<file path="config.mk">
export PLATFORM = sky130hd
export DESIGN_NAME = bps_bridge_steer
export DESIGN_NICKNAME = d
export VERILOG_FILES = /design/src/bps_pkg.sv /design/src/bps_db_if.sv /design/src/bps_bridge_steer.sv /design/src/bps_deadband.sv
export SDC_FILE = /design/constraint.sdc
export NUM_CORES = 1
export LEC_CHECK = 0
export BUFFER_PORTS_ARGS = -buffer_cell sky130_fd_sc_hd__buf_2
export CAP_MARGIN = 30
export CORE_MARGIN = 1.5
export CORE_UTILIZATION = 51
export DETAILED_ROUTE_END_ITERATION = 7
export PLACE_DENSITY_LB_ADDON = 0.15
export SLEW_MARGIN = 20
export SYNTH_ARGS = -nofsm -noshare
export SYNTH_HDL_FRONTEND = slang
export SYNTH_SLANG_ARGS = --single-unit
</file>
<file path="constraint.sdc">
create_clock -name clock -period 2.25 [get_ports clock]
set_input_delay 0.225 -clock clock [delete_from_list [all_inputs] [get_ports clock]]
set_output_delay 0.225 -clock clock [all_outputs]
set_load 0.01 [all_outputs]
</file>
<file path="src/bps_pkg.sv">
// Package of constants and types for the bridge PWM output steering block
package bps_pkg;
  localparam int unsigned BPS_CLK_MHZ = 100;
  localparam int unsigned BPS_DB_W = 7;
  localparam int unsigned BPS_DB_OSC_PER_UNIT = 4;
  localparam int unsigned BPS_DB_CNT_W = 9;
  localparam int unsigned BPS_REV_LEAD_COUNTS = 4;
  localparam int unsigned BPS_TMR_W = 10;
  localparam logic [1:0] BPS_MODE_SINGLE = 2'h0;
  localparam logic [1:0] BPS_MODE_FWD = 2'h1;
  localparam logic [1:0] BPS_MODE_HALF = 2'h2;
  localparam logic [1:0] BPS_MODE_REV = 2'h3;
  localparam logic [BPS_DB_CNT_W-1:0] BPS_DB_CNT_ZERO = 9'h000;
  localparam logic [BPS_DB_CNT_W-1:0] BPS_DB_CNT_ONE = 9'h001;
  typedef enum logic [1:0] {
    BPS_SINGLE,
    BPS_HALF,
    BPS_FWD,
    BPS_REV
  } bps_mode_t;
  function automatic bps_mode_t bps_decode(input logic [1:0] sel);
    unique case (sel)
      BPS_MODE_SINGLE: bps_decode = BPS_SINGLE;
      BPS_MODE_HALF: bps_decode = BPS_HALF;
      BPS_MODE_FWD: bps_decode = BPS_FWD;
      default: bps_decode = BPS_REV;
    endcase
  endfunction
endpackage

</file>
<file path="src/bps_db_if.sv">
// Interface carrying one dead-band delay channel request and result
interface bps_db_if;
  import bps_pkg::*;
  logic level;
  logic [BPS_DB_W-1:0] count;
  logic delayed;
  modport owner (output level, output count, input delayed);
  modport delay (input level, input count, output delayed);
endinterface

</file>
<file path="src/bps_bridge_steer.sv">
// Enhanced PWM output mode mapping: single, half-bridge and full-bridge
// Operation
// Mode field 00 single, 10 half, 01 full forward, 11 full reverse.
// Half-bridge uses only outputs A and B; C and D not driven.
// Half-bridge drives PWM on A and its complement on B.
// Half-bridge delays each output's turn-on by the dead-band count.
// Dead-band delay lasts four oscillator periods per count.
// Dead band longer than active time keeps output inactive all period.
// Both full-bridge modes drive all four outputs.
// Forward: A active, D modulated, B and C inactive.
// Reverse: C active, B modulated, A and D inactive.
// Direction bit change takes effect from the next PWM period.
// On direction change, B and D forced inactive four counts before end.
// At that point A and C switch to the opposite direction levels.
// Modulation of the new output resumes at the next period start.
// No dead band in either full-bridge mode.
// Firmware lowers duty for one period before reversing near full duty.
// Single mode steers PWM to any of A to D individually.
// Firmware clears pin direction bits for used outputs.
// Polarity chosen separately for pair A/C and pair B/D.
// Timing comes from period-start, duty-match events and the clock.
// Reset restores settings and drives no PWM activity.
module bps_bridge_steer
  import bps_pkg::*;
(
  input wire logic clock,
  input wire logic rst,
  input wire logic clk_en,
  input wire logic period_start,
  input wire logic duty_match,
  input wire logic [BPS_TMR_W-1:0] timer_count,
  input wire logic [BPS_TMR_W-1:0] period_end_count,
  input wire logic [1:0] bridge_mode_select,
  input wire logic [BPS_DB_W-1:0] deadband_count,
  input wire logic [1:0] output_polarity_select,
  input wire logic [3:0] steer_enable,
  output logic output_a,
  output logic output_b,
  output logic output_c,
  output logic output_d,
  output logic [3:0] output_a_d_enable,
  output logic dir_reverse
);
  bps_mode_t mode_r, mode_nxt;
  logic pwm_r, pwm_nxt;
  logic rev_r, rev_nxt;
  logic turn_r, turn_nxt;
  logic started_r, started_nxt;
  logic [3:0] pin_r, pin_nxt;
  logic [3:0] en_r, en_nxt;
  logic lead_hit;
  bps_mode_t req_mode;
  bps_db_if db_a ();
  bps_db_if db_b ();

  assign req_mode = bps_decode(bridge_mode_select);
  // Hazard window starts four timer counts before the period wraps
  assign lead_hit = (timer_count + BPS_TMR_W'(BPS_REV_LEAD_COUNTS)) ==
                    (period_end_count + BPS_TMR_W'(1));

  always_comb begin
    mode_nxt = mode_r;
    pwm_nxt = pwm_r;
    rev_nxt = rev_r;
    turn_nxt = turn_r;
    started_nxt = started_r;
    // Raw waveform from the shared generator events
    if (period_start) begin
      pwm_nxt = 1'b1;
      started_nxt = 1'b1;
    end else if (duty_match) begin
      pwm_nxt = 1'b0;
    end
    if (req_mode == BPS_FWD || req_mode == BPS_REV) begin
      if (mode_r != BPS_FWD && mode_r != BPS_REV) begin
        mode_nxt = req_mode;
        rev_nxt = (req_mode == BPS_REV);
      end else if ((req_mode == BPS_REV) != rev_r && lead_hit) begin
        turn_nxt = 1'b1;
        rev_nxt = (req_mode == BPS_REV);
      end
      if (period_start) begin
        turn_nxt = 1'b0;
        mode_nxt = rev_nxt ? BPS_REV : BPS_FWD;
      end
    end else begin
      // Non-bridge modes switch immediately; no turnaround to manage
      mode_nxt = req_mode;
      turn_nxt = 1'b0;
    end
  end

  assign db_a.level = started_r && mode_r == BPS_HALF && pwm_r;
  assign db_b.level = started_r && mode_r == BPS_HALF && !pwm_r;
  assign db_a.count = deadband_count;
  assign db_b.count = deadband_count;

  bps_deadband u_db_a (
    .clock(clock),
    .rst(rst),
    .clk_en(clk_en),
    .ch(db_a)
  );
  bps_deadband u_db_b (
    .clock(clock),
    .rst(rst),
    .clk_en(clk_en),
    .ch(db_b)
  );

  always_comb begin
    logic act_a, act_b, act_c, act_d, mod;
    act_a = 1'b0;
    act_b = 1'b0;
    act_c = 1'b0;
    act_d = 1'b0;
    mod = started_r && pwm_r && !turn_r;
    en_nxt = 4'h0;
    unique case (mode_r)
      BPS_SINGLE: begin
        en_nxt = steer_enable;
        act_a = started_r && pwm_r;
        act_b = started_r && pwm_r;
        act_c = started_r && pwm_r;
        act_d = started_r && pwm_r;
      end
      BPS_HALF: begin
        en_nxt = 4'h3;
        act_a = db_a.delayed;
        act_b = db_b.delayed;
      end
      BPS_FWD, BPS_REV: begin
        en_nxt = 4'hF;
        // No dead band here; direction switch uses the turnaround gap
        act_a = !rev_r;
        act_c = rev_r;
        act_d = (mode_r == BPS_FWD) && mod;
        act_b = (mode_r == BPS_REV) && mod;
      end
    endcase
    // High polarity bits give active-low per pair
    pin_nxt[0] = act_a ^ output_polarity_select[1];
    pin_nxt[2] = act_c ^ output_polarity_select[1];
    pin_nxt[1] = act_b ^ output_polarity_select[0];
    pin_nxt[3] = act_d ^ output_polarity_select[0];
  end

  always_ff @(posedge clock or posedge rst) begin
    if (rst) begin
      mode_r <= BPS_SINGLE;
      pwm_r <= 1'b0;
      rev_r <= 1'b0;
      turn_r <= 1'b0;
      started_r <= 1'b0;
      pin_r <= 4'h0;
      en_r <= 4'h0;
    end else if (clk_en) begin
      mode_r <= mode_nxt;
      pwm_r <= pwm_nxt;
      rev_r <= rev_nxt;
      turn_r <= turn_nxt;
      started_r <= started_nxt;
      pin_r <= pin_nxt;
      en_r <= en_nxt;
    end
  end

  assign output_a = pin_r[0];
  assign output_b = pin_r[1];
  assign output_c = pin_r[2];
  assign output_d = pin_r[3];
  assign output_a_d_enable = en_r;
  assign dir_reverse = rev_r;

  a_half_pins: assert property (@(posedge clock) disable iff (rst)
    clk_en && mode_r == BPS_HALF |=> en_r == 4'h3)
    else $error("half bridge enabled C or D");
  a_full_pins: assert property (@(posedge clock) disable iff (rst)
    clk_en && (mode_r == BPS_FWD || mode_r == BPS_REV) |=> en_r == 4'hF)
    else $error("full bridge not driving all pins");
  a_fwd_levels: assert property (@(posedge clock) disable iff (rst)
    clk_en && mode_r == BPS_FWD && !rev_r |=>
      pin_r[0] == !$past(output_polarity_select[1])
      && pin_r[2] == $past(output_polarity_select[1])
      && pin_r[1] == $past(output_polarity_select[0]))
    else $error("forward levels wrong");
  a_rev_levels: assert property (@(posedge clock) disable iff (rst)
    clk_en && mode_r == BPS_REV && rev_r |=>
      pin_r[2] == !$past(output_polarity_select[1])
      && pin_r[0] == $past(output_polarity_select[1])
      && pin_r[3] == $past(output_polarity_select[0]))
    else $error("reverse levels wrong");
  a_turn_quiet: assert property (@(posedge clock) disable iff (rst)
    clk_en && turn_r |=> pin_r[1] == $past(output_polarity_select[0])
      && pin_r[3] == $past(output_polarity_select[0]))
    else $error("modulated output active during turnaround");
  a_turn_ends: assert property (@(posedge clock) disable iff (rst)
    clk_en && period_start && (mode_r == BPS_FWD || mode_r == BPS_REV) |=> !turn_r)
    else $error("turnaround outlived period");
  a_dir_apply: assert property (@(posedge clock) disable iff (rst)
    clk_en && turn_r && period_start && (req_mode == BPS_FWD || req_mode == BPS_REV)
      |=> (mode_r == BPS_REV) == rev_r)
    else $error("direction not applied at period start");
  a_steer_en: assert property (@(posedge clock) disable iff (rst)
    clk_en && mode_r == BPS_SINGLE |=> en_r == $past(steer_enable))
    else $error("steering enables wrong");
  a_half_comp: assert property (@(posedge clock) disable iff (rst)
    clk_en && mode_r == BPS_HALF |=> !((pin_r[0] ^ $past(output_polarity_select[1]))
      && (pin_r[1] ^ $past(output_polarity_select[0]))))
    else $error("half bridge outputs active together");
  a_lead_turn: assert property (@(posedge clock) disable iff (rst)
    clk_en && lead_hit && !period_start && (mode_r == BPS_FWD || mode_r == BPS_REV)
      && (req_mode == BPS_FWD || req_mode == BPS_REV) && ((req_mode == BPS_REV) != rev_r)
      |=> turn_r && rev_r != $past(rev_r))
    else $error("turnaround not started at lead point");
  a_full_nodb: assert property (@(posedge clock) disable iff (rst)
    clk_en && mode_r == BPS_FWD && started_r && pwm_r && !turn_r |=>
      pin_r[3] == !$past(output_polarity_select[0]))
    else $error("full bridge output delayed");

  c_half: cover property (@(posedge clock) mode_r == BPS_HALF && db_a.delayed);
  c_turn: cover property (@(posedge clock) turn_r ##1 !turn_r);
  c_steer: cover property (@(posedge clock) mode_r == BPS_SINGLE && en_r == 4'hF);
  c_back_fwd: cover property (@(posedge clock) rev_r ##1 !rev_r);
  c_frozen: cover property (@(posedge clock) !clk_en && period_start);
endmodule // bps_bridge_steer

</file>
<file path="src/bps_deadband.sv">
// Rising-edge dead-band delay for one half-bridge output
module bps_deadband
  import bps_pkg::*;
(
  input wire logic clock,
  input wire logic rst,
  input wire logic clk_en,
  bps_db_if.delay ch
);
  logic [BPS_DB_CNT_W-1:0] cnt_r, cnt_nxt;
  logic out_r, out_nxt;

  always_comb begin
    cnt_nxt = cnt_r;
    out_nxt = out_r;
    if (!ch.level) begin
      // Falling edge passes at once; only turn-on is delayed
      out_nxt = 1'b0;
      cnt_nxt = BPS_DB_CNT_ZERO;
    end else if (!out_r) begin
      // Each count unit is four oscillator periods
      if (cnt_r >= BPS_DB_CNT_W'(ch.count) * BPS_DB_CNT_W'(BPS_DB_OSC_PER_UNIT)) begin
        out_nxt = 1'b1;
      end else begin
        cnt_nxt = cnt_r + BPS_DB_CNT_ONE;
      end
    end
  end

  always_ff @(posedge clock or posedge rst) begin
    if (rst) begin
      cnt_r <= BPS_DB_CNT_ZERO;
      out_r <= 1'b0;
    end else if (clk_en) begin
      cnt_r <= cnt_nxt;
      out_r <= out_nxt;
    end
  end

  assign ch.delayed = out_r;

  a_db_no_early: assert property (@(posedge clock) disable iff (rst)
    clk_en && $rose(out_r) |-> $past(ch.level) && $past(cnt_r) >= 
      BPS_DB_CNT_W'($past(ch.count)) * BPS_DB_CNT_W'(BPS_DB_OSC_PER_UNIT))
    else $error("dead band ended early");
  a_db_fall_fast: assert property (@(posedge clock) disable iff (rst)
    clk_en && !ch.level |=> !out_r)
    else $error("output stayed active after waveform fell");
endmodule // bps_deadband

</file>
==> flow_summary.yaml <==
clock_tree:
  cts_sinks: 34
  htree_levels: 2
  cts_root_buffer: "clkbuf_8"
  cts_hold_buf: 0
  cts_buffer_depth: 2
  clk-insertion-delay-late_ns: 0.29
  cts_tree: "yes"
  cts.clk_slew.worst_paths_ns: 0.07
  cts_buffers: 5
worst_setup_path:
  path_delay_family: "compound AO/OA/AOI/OAI gates"
  crit_path_start_kind: "register"
  cp_cell_sequence: "inv_2 -> ha_4 -> a21bo_1 -> a21o_1 -> a211o_1 -> a21o_4 -> a2111oi_4 -> o21ai_1 -> a22o_1"
  cp_slowest_stage_delay_ns: 0.40
  cp-end-kind: "register"
  ff2ff_path_depth: 9
  cp_num_buf_inv: 1
  crit_path_top_delay_cell: "dfrtp_1"
  cp.required_ns: 2.42
  critPathKind: "reg2reg"
  critPathMaxFanout: 3
  crit_arrival_ns: 2.43
  cp_num_cells: 9
placed_design:
  io_buffer_count: 48
  dpl.hpwl_um: 4470
  pre_cts_slack_ns: -0.0394
  routabilityCongestion: 0.888
  dp_cells: 418
drt:
  wl_per_cell_um: 13.8
  ant_nets: 0
  num_vias: 2420
  drt-pass1-iter-count: 4
  initialDrtViolationCount: 171
  drc: 0
  via_per_inst: 5.64
  drt_wl_total_um: 5920
synthesis:
  yosys_register_bits: 34
  synth_cells: 293
  yosysWarnings: 0
  yosys_most_used_dff: "dfrtp_1"
  synthArstFlopShare_pct: 100
  synth_cell_types: 58
  synth_top_area_share_pct: 32.6
  ys_seq_area_share_pct: 32.6
  netlist_area_mm2: 0.00261
  synth-edff-count: 0
  syn-num-nets: 353
  avgSynthCellArea_um2: 8.90
  synth_top_area_cell: "dfrtp_1"
  synthTopCellsByArea: "dfrtp_1 33%, ha_1 9.6%, xnor2_1 7.4%, nand3_1 4.2%, nand2_1 3.6%"
final_layout:
  mostFrequentLayoutCells: "48 x buf_2, 34 x dfrtp_1, 25 x nand2_1"
  nets: 421
  drive_above_1_share_pct: 27.9
  final_cells: 429
  regArea_um2: 851
  multi_input_area_mm2: 0.00172
  fillers: 423
  antenna_cells: 0
  final_common_cell: "buf_2"
  syn_to_final_growth_pct: 25.7
global_route:
  grt_max_degree: 35
  track_usage_pct: 22.8
  antenna_found_initial: 0
  grt_overflow: 0
  grt_pass1_vias: 2274
  grt_pass1_wl_um: 9850
timing:
  skew_ns: 0.00616
  tns_ns: -0.00221
  layout_min_cycle_time_ns: 2.25
  hold_viol: 0
  rsz0062_at_grt: "true"
  worstMarginPinSlew_ns: 0.434
  setup_ws_ns: -0.00221
  timing.hold.ws_ns: 0.0161
  fmax_mhz: 444
  drv_slew: 0
  relSlewSlack_pct: 71.0
  period_share_pct: 100
  setup_viol: 1
power_and_ir_drop:
  vdd_drop_max_v: 0.000307
  power_density_mw_per_mm2: 541
  power.leakage_nw: 1.53
floorplan:
  die_h_um: 74.5
  initial_core_util_pct: 54.2
  io_pins: 49
  die_w_um: 74.5
  core_area_mm2: 0.00482
  rows: 25
  die_area_mm2: 0.00555
worst_hold_path:
  hold_path.class: "in2async"
status:
  status: "finished, violations left"
  violations: "setup timing"
job:
  max_cap_violations: 0
## per-stage QoR
step / power (mW) / instance area [µm²] / utilization (%)
final: 1.77 / 3280 / 68.1
after global routing: 1.86 / 3280 / 68.1
after CTS: 1.78 / 3180 / 66.0
after detailed placement: 1.07 / 3020 / 62.8
after global placement: 1.06 / 3020 / 62.8
after floorplan: 0.934 / 2610 / -
## worst min-delay path, cell delays in order
cell and delay, ns:
buf_2 0.09, inv_1 0.04, buf_4 0.37
## path summary, 6_finish.rpt
path | start | end | slack [ns]
setup / recovery | u_db_a.cnt_r[2]$_DFFE_PP0P_ | u_db_a.cnt_r[3]$_DFFE_PP0P_ | -0.002
hold / removal | rst | output_a_d_enable[3]$_DFFE_PP0P_ | 0.02
setup reg to reg | u_db_a.cnt_r[2]$_DFFE_PP0P_ | u_db_a.cnt_r[3]$_DFFE_PP0P_ | -0.002
hold reg to reg | pin_r[2]$_DFFE_PP0P_ | pin_r[2]$_DFFE_PP0P_ | 0.51
max in group asynchronous | rst | u_db_a.cnt_r[8]$_DFFE_PP0P_ | 1.92
min in group clock | steer_enable[0] | output_a_d_enable[0]$_DFFE_PP0P_ | 0.21
## cell type report
type,count,area share [%]
well taps,67,2.56
repair buffers,68,12.0
clock buffers,6,2.52
inverters,23,2.63
flip-flops and latches,34,25.9
multi-input cells,229,52.5
clock inverters,2,1.83
## layer usage
metal	GRT usage, %	wire length [µm]
met1	30.4	2790
met2	38.4	2800
met4	6.06	61
met5	0	0
met3	3.93	265
## power breakdown
part / total, mW / switching, mW / internal, mW
Sequential: 0.681 / 0.0298 / 0.651
Combinational: 0.386 / 0.212 / 0.175
Clock: 0.707 / 0.234 / 0.473
## synth_stat cells, types with 2 or more instances
cell	instances
a31oi_1	3
o211a_1	2
a211o_1	3
a211oi_1	3
xnor2_1	22
a21bo_1	2
xor2_1	6
nor2_1	16
mux2_2	2
nor4_1	4
clkbuf_1	4
a21oi_1	17
nand3_1	22
ha_1	20
mux2i_1	3
o2111ai_1	2
o311ai_0	4
inv_1	22
nand2_1	25
nor3b_1	3
nor2b_1	2
dfrtp_1	34
and3_1	6
nor3_1	7
o31ai_1	4
nand4_1	3
a41o_1	2
o41ai_1	3
nand2b_1	3
a21o_1	5
a22o_1	3
o21ai_0	9
and2_1	2
## flip-flops by register name (all words and copies together) (netlist names), 2 cells and up
name / flops
pin_r: 4
mode_r: 2
u_db_a.cnt_r: 9
output_a_d_enable: 4
u_db_b.cnt_r: 9
## timing repair
action / 4_1_cts / 5_1_grt
resized for setup: 3 / 18
endpoints found under the setup margin: 5 / 15
pin swaps: 1 / 13
buffers inserted: 0 / 3
## logic make-up (layout without fill, tap and decap cells)
group | after synthesis | after routing | synth area share [%]
simple gates | 99 | 99 | 19.1
compound gates | 77 | 77 | 22.5
flops | 34 | 34 | 32.6
buf+inv | 30 | 99 | 4.75
xor+xnor | 28 | 28 | 9.40
fa+ha+maj | 20 | 20 | 9.59
mux | 5 | 5 | 2.01
(Power assumes the default switching activity.)
